$ cat src/rtl/start_collision_pkg.sv
// constants and types for the start generator with collision detection
`default_nettype none
package start_collision_pkg;
  localparam int unsigned BAUD_W = 8;
  localparam logic [BAUD_W-1:0] BAUD_RELOAD_DEFAULT = 8'h04;
  localparam logic [BAUD_W-1:0] BAUD_ZERO = 8'h00;
  localparam logic [BAUD_W-1:0] BAUD_ONE = 8'h01;
  localparam int unsigned SYNC_STAGES = 2;
  localparam logic [1:0] SYNC_RESET = 2'h3;
  localparam logic [1:0] RESET_SYNC_INIT = 2'h0;
  typedef enum logic [2:0] {
    ST_IDLE,
    ST_CHECK,
    ST_SDA_WAIT,
    ST_SCL_WAIT,
    ST_DONE
  } start_state_e;
endpackage : start_collision_pkg
`default_nettype wire

$ cat src/rtl/line_sync_if.sv
// synchronised bus-line levels passed from the sampler to the sequencer
`default_nettype none
interface line_sync_if;
  logic sda;
  logic scl;
  modport src (output sda, output scl);
  modport dst (input sda, input scl);
endinterface : line_sync_if
`default_nettype wire

$ cat src/rtl/line_sampler.sv
// two-flop synchronisers for the sda and scl pin inputs
`default_nettype none
module line_sampler (
  // clock and reset
  input wire logic clock_i,
  input wire logic rst_n_i,
  // raw pins
  input wire logic sda_i,
  input wire logic scl_i,
  // synchronised levels
  line_sync_if.src lines
);
  import start_collision_pkg::*;
  logic [1:0] sda_sync;
  logic [1:0] scl_sync;
  always_ff @(posedge clock_i or negedge rst_n_i) begin
    if (!rst_n_i) begin
      sda_sync <= SYNC_RESET;
      scl_sync <= SYNC_RESET;
    end else begin
      sda_sync <= {sda_sync[0], sda_i};
      scl_sync <= {scl_sync[0], scl_i};
    end
  end
  assign lines.sda = sda_sync[1];
  assign lines.scl = scl_sync[1];
endmodule // line_sampler
`default_nettype wire

$ cat src/rtl/baud_counter.sv
// reloadable baud-rate down counter
`default_nettype none
module baud_counter #(
  parameter int unsigned WIDTH = start_collision_pkg::BAUD_W
) (
  // clock and reset
  input wire logic clock_i,
  input wire logic rst_n_i,
  // control
  input wire logic load_i,
  input wire logic clear_i,
  input wire logic run_i,
  input wire logic [WIDTH-1:0] reload_i,
  // status
  output logic expire_o
);
  import start_collision_pkg::*;
  logic [WIDTH-1:0] count;
  logic [WIDTH-1:0] next_count;
  assign next_count = clear_i ? WIDTH'(BAUD_ZERO) :
                      load_i ? reload_i :
                      (run_i && count != WIDTH'(BAUD_ZERO)) ? count - WIDTH'(BAUD_ONE) : count;
  // no load term here: the sequencer's load decode reads expire_o
  assign expire_o = run_i && count == WIDTH'(BAUD_ONE);
  always_ff @(posedge clock_i or negedge rst_n_i) begin
    if (!rst_n_i) begin
      count <= WIDTH'(BAUD_ZERO);
    end else begin
      count <= next_count;
    end
  end
endmodule // baud_counter
`default_nettype wire

$ cat src/rtl/start_collision.sv
// start-condition generator with bus-collision detection
`default_nettype none
// Summary of operation
// - either line low when start begins flags a collision.
// - scl low while sda still high before our sda drive flags collision.
// - both lines checked at start; scl then checked every cycle until our sda drive.
// - collision aborts start, sets flag, returns sequencer to idle.
// - begin released; once sda high, load baud counter and count down.
// - sda low during first count reloads counter and drives sda at once.
// - sda high through first count: drive sda low at its expiry.
// - reload after sda low; scl low then is no collision.
// - second count expiry drives scl low, completing the start.
// - near-simultaneous starts are not collisions; address arbitration settles.
module start_collision #(
  parameter logic [start_collision_pkg::BAUD_W-1:0] BAUD_RELOAD =
    start_collision_pkg::BAUD_RELOAD_DEFAULT
) (
  // clock and reset
  input wire logic clock_i,
  input wire logic rst_n_i,
  // command and status
  input wire logic start_req_i,
  input wire logic collision_clear_i,
  output logic bus_collision_flag_o,
  output logic start_done_o,
  output logic busy_o,
  // sda pin
  input wire logic sda_i,
  output logic sda_o,
  output logic sda_oe_o,
  // scl pin
  input wire logic scl_i,
  output logic scl_o,
  output logic scl_oe_o
);
  import start_collision_pkg::*;

  logic [1:0] rst_sync;
  logic rst_n;
  line_sync_if lines ();
  start_state_e state;
  start_state_e next_state;
  logic sda_drive;
  logic next_sda_drive;
  logic scl_drive;
  logic next_scl_drive;
  logic flag;
  logic done;
  logic baud_load;
  logic baud_clear;
  logic baud_run;
  logic baud_expire;
  logic collide_begin;
  logic collide_scl;
  logic collision;
  logic sda_seen_low;

  always_ff @(posedge clock_i or negedge rst_n_i) begin
    if (!rst_n_i) begin
      rst_sync <= RESET_SYNC_INIT;
    end else begin
      rst_sync <= {rst_sync[0], 1'b1};
    end
  end
  assign rst_n = rst_sync[1];

  line_sampler u_sampler (
    .clock_i(clock_i),
    .rst_n_i(rst_n),
    .sda_i(sda_i),
    .scl_i(scl_i),
    .lines(lines)
  );

  baud_counter #(.WIDTH(BAUD_W)) u_baud (
    .clock_i(clock_i),
    .rst_n_i(rst_n),
    .load_i(baud_load),
    .clear_i(baud_clear),
    .run_i(baud_run),
    .reload_i(BAUD_RELOAD),
    .expire_o(baud_expire)
  );

  // collision terms
  assign collide_begin = (state == ST_CHECK) && (!lines.sda || !lines.scl);
  // another master pulling scl low while sda is still high
  assign collide_scl = (state == ST_SDA_WAIT) && lines.sda && !lines.scl;
  // scl low in ST_SCL_WAIT deliberately ignored
  assign collision = collide_begin || collide_scl;
  assign sda_seen_low = (state == ST_SDA_WAIT) && !lines.sda;

  assign baud_load = ((state == ST_CHECK) && !collision) ||
                     ((state == ST_SDA_WAIT) && (baud_expire || sda_seen_low));
  assign baud_clear = collision || (state == ST_IDLE);
  assign baud_run = (state == ST_SDA_WAIT) || (state == ST_SCL_WAIT);

  always_comb begin
    next_state = state;
    next_sda_drive = sda_drive;
    next_scl_drive = scl_drive;
    case (state)
      ST_IDLE: begin
        next_sda_drive = 1'b0;
        next_scl_drive = 1'b0;
        if (start_req_i) begin
          next_state = ST_CHECK;
        end
      end
      ST_CHECK: begin
        if (collision) begin
          next_state = ST_IDLE;
        end else begin
          next_state = ST_SDA_WAIT;
        end
      end
      ST_SDA_WAIT: begin
        if (collision) begin
          next_state = ST_IDLE;
        end else if (sda_seen_low || baud_expire) begin
          next_sda_drive = 1'b1;
          next_state = ST_SCL_WAIT;
        end
      end
      ST_SCL_WAIT: begin
        if (baud_expire) begin
          next_scl_drive = 1'b1;
          next_state = ST_DONE;
        end
      end
      ST_DONE: begin
        next_state = ST_IDLE;
      end
      default: begin
        next_state = ST_IDLE;
        next_sda_drive = 1'b0;
        next_scl_drive = 1'b0;
      end
    endcase
  end

  always_ff @(posedge clock_i or negedge rst_n) begin
    if (!rst_n) begin
      state <= ST_IDLE;
      sda_drive <= 1'b0;
      scl_drive <= 1'b0;
      done <= 1'b0;
    end else begin
      state <= next_state;
      sda_drive <= next_sda_drive;
      scl_drive <= next_scl_drive;
      done <= (state == ST_SCL_WAIT) && baud_expire;
    end
  end

  // set wins over clear
  always_ff @(posedge clock_i or negedge rst_n) begin
    if (!rst_n) begin
      flag <= 1'b0;
    end else if (collision) begin
      flag <= 1'b1;
    end else if (collision_clear_i) begin
      flag <= 1'b0;
    end
  end

  // scl hold after start is left to the next phase; released on idle here
  assign sda_o = 1'b0;
  assign scl_o = 1'b0;
  assign sda_oe_o = sda_drive;
  assign scl_oe_o = scl_drive;
  assign bus_collision_flag_o = flag;
  assign start_done_o = done;
  assign busy_o = (state != ST_IDLE);
endmodule // start_collision
`default_nettype wire

$ cat config.mk
export PLATFORM = sky130hd
export DESIGN_NAME = start_collision
export DESIGN_NICKNAME = d
export VERILOG_FILES = /design/src/rtl/start_collision_pkg.sv /design/src/rtl/line_sync_if.sv /design/src/rtl/line_sampler.sv /design/src/rtl/baud_counter.sv /design/src/rtl/start_collision.sv
export SDC_FILE = /design/constraint.sdc
export NUM_CORES = 1
export LEC_CHECK = 0
export BUFFER_PORTS_ARGS = -buffer_cell sky130_fd_sc_hd__buf_2
export CELL_PAD_IN_SITES_DETAIL_PLACEMENT = 0
export CELL_PAD_IN_SITES_GLOBAL_PLACEMENT = 1
export CORE_ASPECT_RATIO = 1.4
export CORE_MARGIN = 2
export CORE_UTILIZATION = 45
export DETAILED_ROUTE_END_ITERATION = 10
export PLACE_DENSITY = 0.78
export SYNTH_ARGS = -nofsm -noshare
export SYNTH_HDL_FRONTEND = slang
export SYNTH_HIERARCHICAL = 1
export SYNTH_SLANG_ARGS = --single-unit
export TNS_END_PERCENT = 5
$ cat constraint.sdc
create_clock -name clock_i -period 2.8 [get_ports clock_i]
set_input_delay 0.14 -clock clock_i [delete_from_list [all_inputs] [get_ports clock_i]]
set_output_delay 0.14 -clock clock_i [all_outputs]
set_load 0.005 [all_outputs]
==> metrics.log, run 1 <==
INFO  metric ir_drop = around 0.49 mV
INFO  metric grt_pass1_vias = about 1000
INFO  metric gr-usage-all-layers = approximately a fifth
INFO  metric cts-htree-levels = 1
INFO  metric floorplan.die.width = approximately 48 µm
INFO  metric postSynthRegisterBits = 21
INFO  metric drt_iter0_drc = 43
INFO  metric overall_power_consumption = about 1400 µW
INFO  metric clk-insertion-delay-late = ~0.31 ns
INFO  metric avgRoutedWirePerCell = between 10 and 15 µm
INFO  metric antenna_violating_nets_post_route = 0
INFO  metric numCtsBuffers = 3
INFO  metric post_layout_minimum_cycle_time = roughly 2.5 ns
INFO  metric route.detailed.vias_per_inst = around 5.5
INFO  metric share_clk_of_total_power = 11.0%
INFO  metric cap_viol_max_count = 0
INFO  metric total_switching_power = between 600 and 700 µW
INFO  metric grt_first_pass_wirelength = 4.471 mm
INFO  metric worst-slew-pin-transition = between 0.7 and 0.8 ns
INFO  metric final_stage_net_count = 154
INFO  metric critPathKind = reg -> reg
INFO  metric die_h = ~65 µm
INFO  metric dpl-instance-area = approximately 1300 µm²
INFO  metric start_util = between 40% and 50%
INFO  metric detailedPlacementHpwl = 1.873 mm
INFO  metric number_of_i_o_port_buffers = 10
INFO  metric floorplan.die_area = ~3100 µm²
INFO  metric period_share = about nine tenths
INFO  metric worst_hold_slack = around 0.08 ns
INFO  metric number_of_antenna_violations_at_the_first_check_in_global_routing = 0
INFO  metric finalSetupViolCount = 0
INFO  metric fillerInstances = between 200 and 300
INFO  metric synth_cell_area = 1209 µm²
INFO  metric cp_data_arrival_time = around 2.7 ns
INFO  metric placementRows = 22
INFO  metric area_growth_syn_to_layout = 14.70%
INFO  metric async_reset_ff_share = 100.0%
INFO  metric ratio_of_cells_with_drive_above_1_in_the_final_layout = about a quarter
INFO  metric static-leakage-power = between 0.0006 and 0.0007 µW
INFO  metric fmax = between 300 and 400 MHz
INFO  metric power.density = about 1000 nW/µm²
INFO  metric synth_sequential_area_ratio = 43.89%
INFO  metric cts_tree = done
INFO  metric grt_setup_unrepaired = false
INFO  metric diodes = 0
INFO  metric cts.root.buffer_cell = clkbuf_4
INFO  metric register_share_of_total_power = 36.6%
INFO  metric synth_enable_flop_cells = 0
INFO  metric final_design_area_no_fill = approximately 1400 µm²
INFO  metric critPathCaptureType = flop
INFO  metric syn_avg_cell_area = about 10 µm²
INFO  metric cp_max_fo = 11
INFO  metric synth_common_cells = dfrtp_1, inv_1, nor2_1, o21ai_0
INFO  metric max-clock-path-buffers = 2
INFO  metric yosys.area.top_type = dfrtp_1
INFO  metric io_pins = 13
INFO  metric cts.clk_slew.worst_paths = around 0.13 ns
INFO  metric largest_net_degree_at_the_start_of_global_routing = 20
INFO  metric synth_top_area_share = 35.20%
INFO  metric setup_tns = 0 ns
INFO  metric placer_s_final_routability_congestion_estimate = between 0.8 and 0.9
INFO  metric yosysWarnings = 6
INFO  metric register_area = approximately 530 µm²
INFO  metric final_wl = 2.592 mm
INFO  metric crit_path_start_kind = flop
INFO  metric r2r_slack = slightly below 0.3 ns
INFO  metric relSlewSlack = between 40% and 50%
INFO  metric hold_violations = 0
INFO  metric post_synthesis_instance_total = 121
INFO  metric required_time_worst_endpoint = 2.99 ns
INFO  metric area_of_combinational_cells_with_multiple_inputs = between 600 and 700 µm²
INFO  metric synth_cell_type_count = 50
INFO  metric synth.top_cells.by_area = dfrtp_1, dfstp_2, ha_1
INFO  metric dr_total_vias = 982
INFO  metric yosys.cell_count.top_type = dfrtp_1
INFO  metric synth-main-ff-cell = dfrtp_1
INFO  metric cts_setup_buffers = 0
INFO  metric combinationalPowerShare = between 50% and 60%
INFO  metric post-route-drc-count = 0
INFO  metric p_int = just under 800 µW
INFO  metric worstHoldPathType = in -> reg
INFO  metric cts.sink_count = 21
INFO  metric outcome = finished clean
INFO  metric final_worst_clock_skew = slightly below 0.005 ns
INFO  metric report.final.slew_viol_count = 0
INFO  metric grt_overflow = 0
INFO  metric drt_pre_antenna_iters = 4
INFO  metric fp.coreArea = 2587 µm²
INFO  metric power.switching_fraction = ~45%
layer usage:
metal / vias up / wire length (µm) / track usage, %
li1: 477 / - / -
met1: 479 / 1111 / 23.43
met2: 20 / 1380 / 33.00
met3: 6 / 52 / 1.923
met4: 0 / 48 / 8.784
met5: - / 0 / 0
sequential cells by signal, indices dropped and copies added (netlist names):
name / flops
sda_oe_o: 1
bus_collision_flag_o: 1
u_sampler/scl_sync: 2
u_baud/count: 8
scl_oe_o: 1
u_sampler/sda_sync: 2
start_done_o: 1
state: 3
rst_sync: 2
power groups by stage:
stage                     clock [µW]  sequential (µW)  combinational (µW)
after floorplan                    0              464                 575
after global placement             0              505                 703
after detailed placement           0              512                 712
after CTS                        158              506                 719
after global routing             168              527                 805
final                            154              509                 729
path summary, 6_finish.rpt:
| path | from | endpoint | cells past startpoint |
|---|---|---|---|
| setup / recovery | u_baud/count[3]$_DFFE_PN0P_ | u_baud/count[3]$_DFFE_PN0P_ | 7 |
| hold / removal | start_req_i | state[0]$_DFFE_PN0P_ | 3 |
| setup reg to reg | u_baud/count[3]$_DFFE_PN0P_ | u_baud/count[3]$_DFFE_PN0P_ | 7 |
| hold reg to reg | rst_sync[1]$_DFF_PN0_ | u_baud/count[4]$_DFFE_PN0P_ | 0 |
| max in group asynchronous | rst_sync[1]$_DFF_PN0_ | scl_oe_o$_DFFE_PN0P_ | 0 |
| min in group asynchronous | rst_n_i | rst_sync[0]$_DFF_PN0_ | 2 |
critical path, cell delays in order, from the launching register on:
cell	delay (ns)
dfrtp_1	0.46
or4_1	0.58
nor4_2	0.29
o21ai_1	0.10
a21oi_1	0.19
inv_1	0.20
o2111a_1	0.19
a2111oi_0	0.37
cell families (layout without fill, tap and decap cells):
| group | Yosys count | in the layout | synth area share [%] |
|---|---|---|---|
| AOI/OAI and AO/OA | 36 | 36 | 21.84 |
| and+or+nand+nor | 42 | 42 | 22.67 |
| DFF | 21 | 21 | 43.89 |
| other | 2 | 11 | 0.6213 |
| buffers and inverters | 17 | 31 | 7.867 |
| adders and majority gates | 3 | 3 | 3.106 |
per-stage QoR:
step	util (%)	cells	worst slack [ns]
floorplan	-	130	0.07975
global placement	50.63	172	0.4575
detailed placement	50.63	172	0.2952
CTS	53.34	180	0.2607
global route	53.58	180	0.03124
finish	53.58	180	0.2961
layout make-up:
class                   instances  share of cell area, %
clock buffers                   3                  1.625
multi-input cells              92                  44.95
inverters                       8                  2.166
well taps                      36                  3.249
repair buffers                 19                  9.206
flip-flops and latches         21                  38.27
clock inverters                 1                 0.5415
timing repair:
action,CTS,global route
setup endpoints to repair,0,1
hold buffers,4,0
endpoints found under the hold margin,5,0
gates resized for setup,0,1
placed cells by master (no fill, tap or decap), types with 2 or more instances in the layout:
cell           netlist  routed
o22ai_1              2       2
ha_1                 3       3
or4_1                2       2
nor2_1               8       8
nand2_1              4       4
buf_4                2       5
nor2b_4              2       2
nor3_1               2       2
a21oi_1              4       4
a211o_1              2       2
a211oi_1             2       2
or3b_2               2       2
inv_1                8       8
buf_2                0      10
dfrtp_1             17      17
nor4b_1              2       2
o21ai_1              3       3
and3_1               2       2
nor2b_1              2       2
dfstp_2              4       4
a31oi_1              2       2
conb_1               2      11
nand3_1              3       3
dlygate4sd3_1        0       4
o2111a_1             2       2
o21ai_0              5       5
a311oi_1             3       3
clkbuf_4             0       3
nor3b_1              3       3
(Power assumes the default switching activity.)
==> run 2: changes to the inputs <==
--- a/config.mk
+++ b/config.mk
@@ -5,6 +5,7 @@
 export SDC_FILE = /design/constraint.sdc
 export NUM_CORES = 1
 export LEC_CHECK = 0
+export ABC_AREA = 1
 export BUFFER_PORTS_ARGS = -buffer_cell sky130_fd_sc_hd__buf_2
 export CELL_PAD_IN_SITES_DETAIL_PLACEMENT = 0
 export CELL_PAD_IN_SITES_GLOBAL_PLACEMENT = 1
@@ -12,7 +13,7 @@
 export CORE_MARGIN = 2
 export CORE_UTILIZATION = 45
 export DETAILED_ROUTE_END_ITERATION = 10
-export PLACE_DENSITY = 0.78
+export PLACE_DENSITY = 0.82
 export SYNTH_ARGS = -nofsm -noshare
 export SYNTH_HDL_FRONTEND = slang
 export SYNTH_HIERARCHICAL = 1
==> constraint.sdc (replaced) <==
create_clock -name clock_i -period 2.8 [get_ports clock_i]
set_input_delay 0.14 -clock clock_i [delete_from_list [all_inputs] [get_ports clock_i]]
set_output_delay 0.14 -clock clock_i [all_outputs]
set_load 0.01 [all_outputs]
==> metrics.log, run 2 <==
INFO  metric floorplan.die_area = approximately 3200 µm²
INFO  metric worst-slew-pin-transition = roughly 0.78 ns
INFO  metric critPathCaptureType = flop
INFO  metric drt_iter0_drc = 12
INFO  metric number_of_i_o_port_buffers = 10
INFO  metric grt_first_pass_wirelength = around 4.1 mm
INFO  metric yosys.area.top_type = dfrtp_1
INFO  metric grt_setup_unrepaired = false
INFO  metric area_growth_syn_to_layout = 14.04%
INFO  metric cts.sink_count = 21
INFO  metric cts-htree-levels = 1
INFO  metric synth_common_cells = nand2_1, dfrtp_1, inv_1, nor2_1, nand3_1
INFO  metric synth_sequential_area_ratio = between 40% and 50%
INFO  metric clk-insertion-delay-late = roughly 0.3 ns
INFO  metric synth.top_cells.by_area = dfrtp_1, nand2_1, dfstp_2
INFO  metric dr_wl_met3 = 28 µm
INFO  metric met2_length = 1.276 mm
INFO  metric post-route-drc-count = 0
INFO  metric max_flop_register = u_baud/count
INFO  metric die_h = about 66 µm
INFO  metric cap_viol_max_count = 0
INFO  metric timing.critical_path.max_delay_family = simple AND/OR/NAND/NOR gates
INFO  metric cp_max_fo = 9
INFO  metric flip_flop_count_of_the_largest_register_all_copies_and_words_added = 8
INFO  metric fp.coreArea = around 2600 µm²
INFO  metric setup_tns = 0 ns
INFO  metric synth_cell_area = 1221 µm²
INFO  metric start_util = a little under half
INFO  metric detailedPlacementHpwl = approximately 1.9 mm
INFO  metric cts_tree = done
INFO  metric relSlewSlack = a little under half
INFO  metric grt_overflow = 0
INFO  metric cp_num_buf_inv = 2
INFO  metric yosysWarnings = 6
INFO  metric required_time_worst_endpoint = 3.00 ns
INFO  metric grt_pass1_vias = 981
INFO  metric postSynthRegisterBits = 21
INFO  metric synth-main-ff-cell = dfrtp_1
INFO  metric dpl-instance-area = 1335 µm²
INFO  metric route.detailed.vias_per_inst = about 4.6
INFO  metric reg_top3 = u_baud/count: 8 flops, state: 3 flops
INFO  metric slowest_stage = dfrtp_1
INFO  metric final_util = between 50% and 60%
INFO  metric worstHoldPathType = in -> reg
INFO  metric critPathKind = reg -> reg
INFO  metric cts.root.buffer_cell = clkbuf_4
INFO  metric ratio_of_cells_with_drive_above_1_in_the_final_layout = 21.31%
INFO  metric cell_chain_critical_path = nor2_2, nand3_1, nor2_1, inv_1, o21ai_2, nand2_1, o21ai_0, inv_1, or2_2, nand4_1, nand2_1
INFO  metric post_layout_minimum_cycle_time = approximately 2 ns
INFO  metric post_synthesis_instance_total = between 150 and 200
INFO  metric power.density = 1010 nW/µm²
INFO  metric fmax = just under 500 MHz
INFO  metric numCtsBuffers = 3
INFO  metric diodes = 0
INFO  metric max-clock-path-buffers = 2
INFO  metric drt_pre_antenna_iters = 4
INFO  metric crit_path_start_kind = flop
INFO  metric report.final.slew_viol_count = 0
INFO  metric finalSetupViolCount = 0
INFO  metric static-leakage-power = about 0.00075 µW
INFO  metric synth_enable_flop_cells = 0
INFO  metric fillerInstances = 272
INFO  metric final_design_area_no_fill = 1393 µm²
INFO  metric wirelength_met1 = ~1000 µm
INFO  metric synth_top_area_share = approximately a third
INFO  metric cp_data_arrival_time = between 2 and 2.5 ns
INFO  metric outcome = finished clean
INFO  metric final_wl = 2.337 mm
INFO  metric final_stage_net_count = about 190
INFO  metric async_reset_ff_share = between 90% and 100%
INFO  metric cts_setup_buffers = 0
INFO  metric yosys.cell_count.top_type = nand2_1
INFO  metric final_cell_mix = nand2_1, dfrtp_1, inv_1
INFO  metric gr-usage-all-layers = a little under a fifth
INFO  metric mostFrequentLayoutCell = nand2_1
INFO  metric hold_violations = 0
INFO  metric final_worst_clock_skew = 0.005306 ns
INFO  metric avgRoutedWirePerCell = ~11 µm
INFO  metric ir_drop = between 0.4 and 0.5 mV
INFO  metric placer_s_final_routability_congestion_estimate = 0.9042
INFO  metric cts.clk_slew.worst_paths = roughly 0.12 ns
INFO  metric period_share = between 70% and 80%
INFO  metric placementRows = 22
INFO  metric dr_total_vias = a little over 1000
INFO  metric synth_cell_type_count = 25
INFO  metric largest_net_degree_at_the_start_of_global_routing = 20
INFO  metric number_of_antenna_violations_at_the_first_check_in_global_routing = 0
INFO  metric maxUsedRoutingLayer = met4
INFO  metric critical-path-max-stage-delay = 0.46 ns
INFO  metric syn_avg_cell_area = around 7.7 µm²
INFO  metric io_pins = 13
INFO  metric antenna_violating_nets_post_route = 0
INFO  metric floorplan.die.width = 48.03 µm
[run 2: changes by cell type after synthesis, sizes merged, moves of 4 or more]
cell and change:
nand2 +52, o21ai +5, nand3 +8, nor2b -4, inv +11, nor2 +10
[run 2: cell families (layout without fill, tap and decap cells)]
kind of cell             Yosys count  after routing  synth area share [%]
AO/OA/AOI/OAI                     19             19                 10.14
XOR/XNOR                           1              1                0.7173
adder cells (fa/ha/maj)            3              3                 3.074
buffers and inverters             22             37                 7.684
flip-flops                        21             21                 43.44
other                              2             11                0.6150
AND/OR/NAND/NOR                   91             91                 34.32
[run 2: what timing repair did]
item | in CTS | in global routing
hold buffers | 3 | 0
hold endpoints to repair | 4 | 0
gates resized for setup | 0 | 0
setup endpoints to repair | 0 | 0
[run 2: final timing paths]
kind	to	start	cells past startpoint	slack (ns)
max	u_baud/count[7]$_DFFE_PN0P_	u_baud/count[2]$_DFFE_PN0P_	11	0.79
min	bus_collision_flag_o$_DFFE_PN0P_	collision_clear_i	2	0.02
max reg2reg	u_baud/count[7]$_DFFE_PN0P_	u_baud/count[2]$_DFFE_PN0P_	11	0.79
min reg2reg	u_baud/count[1]$_DFFE_PN0P_	rst_sync[1]$_DFF_PN0_	0	0.33
max in group asynchronous	state[1]$_DFFE_PN0P_	rst_sync[1]$_DFF_PN0_	0	1.98
min in group asynchronous	rst_sync[1]$_DFF_PN0_	rst_n_i	2	0.15
[run 2: power breakdown]
group | total (µW) | leakage, µW | switching [µW] | internal, µW
combinational | 819 | 0.000466 | 522 | 297
clock | 145 | 0.0000177 | 92.2 | 53.2
sequential | 443 | 0.000265 | 70.7 | 372
[run 2: stage by stage]
step	total power (µW)	setup WS (ns)	hold slack, ns	std cells
after detailed placement	1275	0.8193	-0.07154	212
after CTS	1431	0.7785	0.008221	219
final	1406	0.7870	0.01691	219
after floorplan	1103	0.9483	-0.1556	168
after global placement	1270	0.8542	-0.07383	212
after global routing	1558	0.5516	0.02886	219
[run 2: per-layer routing]
metal / vias up / global-route usage (%)
li1: 540 / -
met1: 466 / 19.90
met2: 8 / 33.00
met3: 4 / 1.923
met4: 0 / 8.446
met5: - / 0
[run 2: worst register-to-register path, stage by stage (launching register included)]
cell and delay (ns):
dfrtp_1 0.46, nor2_2 0.22, nand3_1 0.10, nor2_1 0.09, inv_1 0.11, o21ai_2 0.09, nand2_1 0.06, o21ai_0 0.11
inv_1 0.21, or2_2 0.32, nand4_1 0.09, nand2_1 0.05
[run 2: cell type report]
cell class	count	area, µm²	share of cell area [%]
Sequential cell	21	530.5	38.10
Inverter	19	71.32	5.121
Timing Repair Buffer	14	87.58	6.289
Multi-Input combinational cell	125	630.6	45.28
Tap cell	36	45.04	3.234
Clock buffer	3	22.52	1.617
Clock inverter	1	5.005	0.3594
==> run 3: changes to the inputs <==
--- a/config.mk
+++ b/config.mk
@@ -11,9 +11,9 @@
 export CELL_PAD_IN_SITES_GLOBAL_PLACEMENT = 1
 export CORE_ASPECT_RATIO = 1.4
 export CORE_MARGIN = 2
-export CORE_UTILIZATION = 45
+export CORE_UTILIZATION = 42
 export DETAILED_ROUTE_END_ITERATION = 10
-export PLACE_DENSITY = 0.82
+export PLACE_DENSITY = 0.77
 export SYNTH_ARGS = -nofsm -noshare
 export SYNTH_HDL_FRONTEND = slang
 export SYNTH_HIERARCHICAL = 1
==> constraint.sdc (replaced) <==
create_clock -name clock_i -period 1.88 [get_ports clock_i]
set_input_delay 0.094 -clock clock_i [delete_from_list [all_inputs] [get_ports clock_i]]
set_output_delay 0.094 -clock clock_i [all_outputs]
set_load 0.01 [all_outputs]
==> metrics.log, run 3 (same netlist as run 2, synthesis figures left out) <==
INFO  metric final_wl = ~2.6 mm
INFO  metric cts.root.buffer_cell = clkbuf_8
INFO  metric antenna_violating_nets_post_route = 0
INFO  metric placer_s_final_routability_congestion_estimate = ~0.79
INFO  metric post_layout_minimum_cycle_time = 1.717 ns
INFO  metric critPathKind = reg -> reg
INFO  metric cp_data_arrival_time = around 1.9 ns
INFO  metric cp_max_fo = 4
INFO  metric grt_setup_unrepaired = false
INFO  metric final_design_area_no_fill = around 1500 µm²
INFO  metric floorplan.die_area = 3361 µm²
INFO  metric reg_top3 = u_baud/count: 8 flops, state: 3 flops
INFO  metric route.detailed.vias_per_inst = ~4.7
INFO  metric fmax = 582.6 MHz
INFO  metric critical-path-max-stage-delay = about 0.43 ns
INFO  metric final_critical_path_setup_slack = ~0.16 ns
INFO  metric detailedPlacementHpwl = 2.038 mm
INFO  metric placementRows = 23
INFO  metric period_share = about nine tenths
INFO  metric fp.coreArea = around 2800 µm²
INFO  metric register_area = ~530 µm²
INFO  metric cts.sink_count = 21
INFO  metric drt_iter0_drc = 20
INFO  metric grt_pass1_vias = roughly 1100
INFO  metric cts.clk_slew.worst_paths = about 0.080 ns
INFO  metric dpl-instance-area = about 1400 µm²
INFO  metric floorplan.die.width = about 50 µm
INFO  metric timing.critical_path.max_delay_family = flip-flops
INFO  metric worstHoldPathType = in -> reg
INFO  metric largest_net_degree_at_the_start_of_global_routing = 20
INFO  metric numCtsBuffers = 3
INFO  metric max_flop_register = u_baud/count
INFO  metric cell_chain_critical_path = inv_2, nand2_4, inv_4, nand3_2, nor2_1, inv_1, o21ai_2, nand2_1, o21ai_2, inv_2, buf_6, nand3_1, o21ai_0, o21ai_2
INFO  metric relSlewSlack = a little under half
INFO  metric layoutNonFillerInstCount = roughly 230
INFO  metric worst-slew-pin-transition = 0.7894 ns
INFO  metric setup_tns = 0 ns
INFO  metric drt_pre_antenna_iters = 4
INFO  metric number_of_placed_cells_counting_well_taps = 220
INFO  metric final_worst_clock_skew = slightly below 0.002 ns
INFO  metric mostFrequentLayoutCell = nand2_1
INFO  metric clk-insertion-delay-late = 0.26 ns
INFO  metric ratio_of_cells_with_drive_above_1_in_the_final_layout = 28.80%
INFO  metric cp_num_buf_inv = 5
INFO  metric grt_overflow = 0
INFO  metric finalSetupViolCount = 0
INFO  metric area_of_combinational_cells_with_multiple_inputs = 671.9 µm²
INFO  metric flip_flop_count_of_the_largest_register_all_copies_and_words_added = 8
INFO  metric cap_viol_max_count = 0
INFO  metric cts_tree = done
INFO  metric start_util = a little over two fifths
INFO  metric grt_first_pass_wirelength = around 4.7 mm
INFO  metric max-clock-path-buffers = 2
INFO  metric gr-usage-all-layers = between 10% and 20%
INFO  metric dp_worst_setup_slack = approximately 0.023 ns
INFO  metric crit_path_start_kind = flop
INFO  metric critPathCaptureType = flop
INFO  metric post-route-drc-count = 0
INFO  metric slowest_stage = dfrtp_1
INFO  metric io_pins = 13
INFO  metric number_of_i_o_port_buffers = 10
INFO  metric final_stage_net_count = around 200
INFO  metric number_of_antenna_violations_at_the_first_check_in_global_routing = 0
INFO  metric diodes = 0
INFO  metric report.final.slew_viol_count = 0
INFO  metric outcome = finished clean
INFO  metric avgRoutedWirePerCell = approximately 11 µm
INFO  metric dr_total_vias = 1061
INFO  metric cts-htree-levels = 1
INFO  metric power.density = approximately 1600 nW/µm²
INFO  metric fillerInstances = between 300 and 400
INFO  metric crit_path_frequent_cell = o21ai_2
INFO  metric final_cell_mix = nand2_1, dfrtp_1, nor2_1
INFO  metric static-leakage-power = just under 0.0008 µW
INFO  metric required_time_worst_endpoint = between 2 and 2.5 ns
INFO  metric area_growth_syn_to_layout = 24.69%
INFO  metric die_h = 67.80 µm
INFO  metric hold_violations = 0
INFO  metric ir_drop = slightly below 0.8 mV
-- run 3: area by class of cell --
type | instances | share of cell area, %
clock buffers | 3 | 2.712
clock inverters | 1 | 0.3287
inverters | 19 | 5.012
multi-input cells | 125 | 44.12
flip-flops and latches | 21 | 34.84
well taps | 37 | 3.040
repair buffers | 22 | 9.942
-- run 3: worst reg2reg max path: stages, from the launching register on --
cell and delay (ns):
dfrtp_1 0.43, inv_2 0.10, nand2_4 0.07, inv_4 0.06
nand3_2 0.06, nor2_1 0.10, inv_1 0.06, o21ai_2 0.06
nand2_1 0.08, o21ai_2 0.08, inv_2 0.07, buf_6 0.13
nand3_1 0.10, o21ai_0 0.11, o21ai_2 0.13
-- run 3: final timing paths --
kind                                             from                                to  slack, ns  depth (start not counted)
worst min register to register  rst_sync[1]$_DFF_PN0_       u_baud/count[3]$_DFFE_PN0P_       0.33                          0
worst max register to register   state[2]$_DFFE_PN0P_       u_baud/count[3]$_DFFE_PN0P_       0.16                         14
worst min-delay path                collision_clear_i  bus_collision_flag_o$_DFFE_PN0P_       0.02                          2
worst max-delay path             state[2]$_DFFE_PN0P_       u_baud/count[3]$_DFFE_PN0P_       0.16                         14
min in group asynchronous                     rst_n_i             rst_sync[1]$_DFF_PN0_       0.15                          2
max in group asynchronous       rst_sync[1]$_DFF_PN0_            start_done_o$_DFF_PN0_       1.06                          0
-- run 3: where the power goes --
group	switching [µW]	internal, µW	leakage, µW
combinational	897	583	0.000504
clock	146	147	0.0000255
sequential	109	554	0.000265
total	1150	1280	0.000795
-- run 3: per-layer routing --
metal  track usage (%)  up-vias  share of wire [%]
met3             2.655        8                2.3
li1                  -      550                  -
met5                 0        -                  0
met2             35.83       20                 54
met1             19.36      483                 40
met4             11.46        0                3.4
-- run 3: stage by stage --
step | util [%] | hold WS, ns | total power [µW]
3_5_place_dp | 49.25 | -0.1179 | 2014
4_1_cts | 51.95 | 0.01141 | 2323
2_1_floorplan | - | -0.2016 | 1643
3_3_place_gp | 49.25 | -0.1205 | 2004
6_report | 53.99 | 0.01615 | 2437
5_1_grt | 53.99 | 0.03927 | 2679
-- run 3: repair_timing --
item | 4_1_cts | 5_1_grt
endpoints found under the hold margin | 4 | 0
hold buffers | 3 | 0
setup buffers | 0 | 1
resized for setup | 1 | 15
pin swaps | 0 | 2
endpoints found under the setup margin | 1 | 8
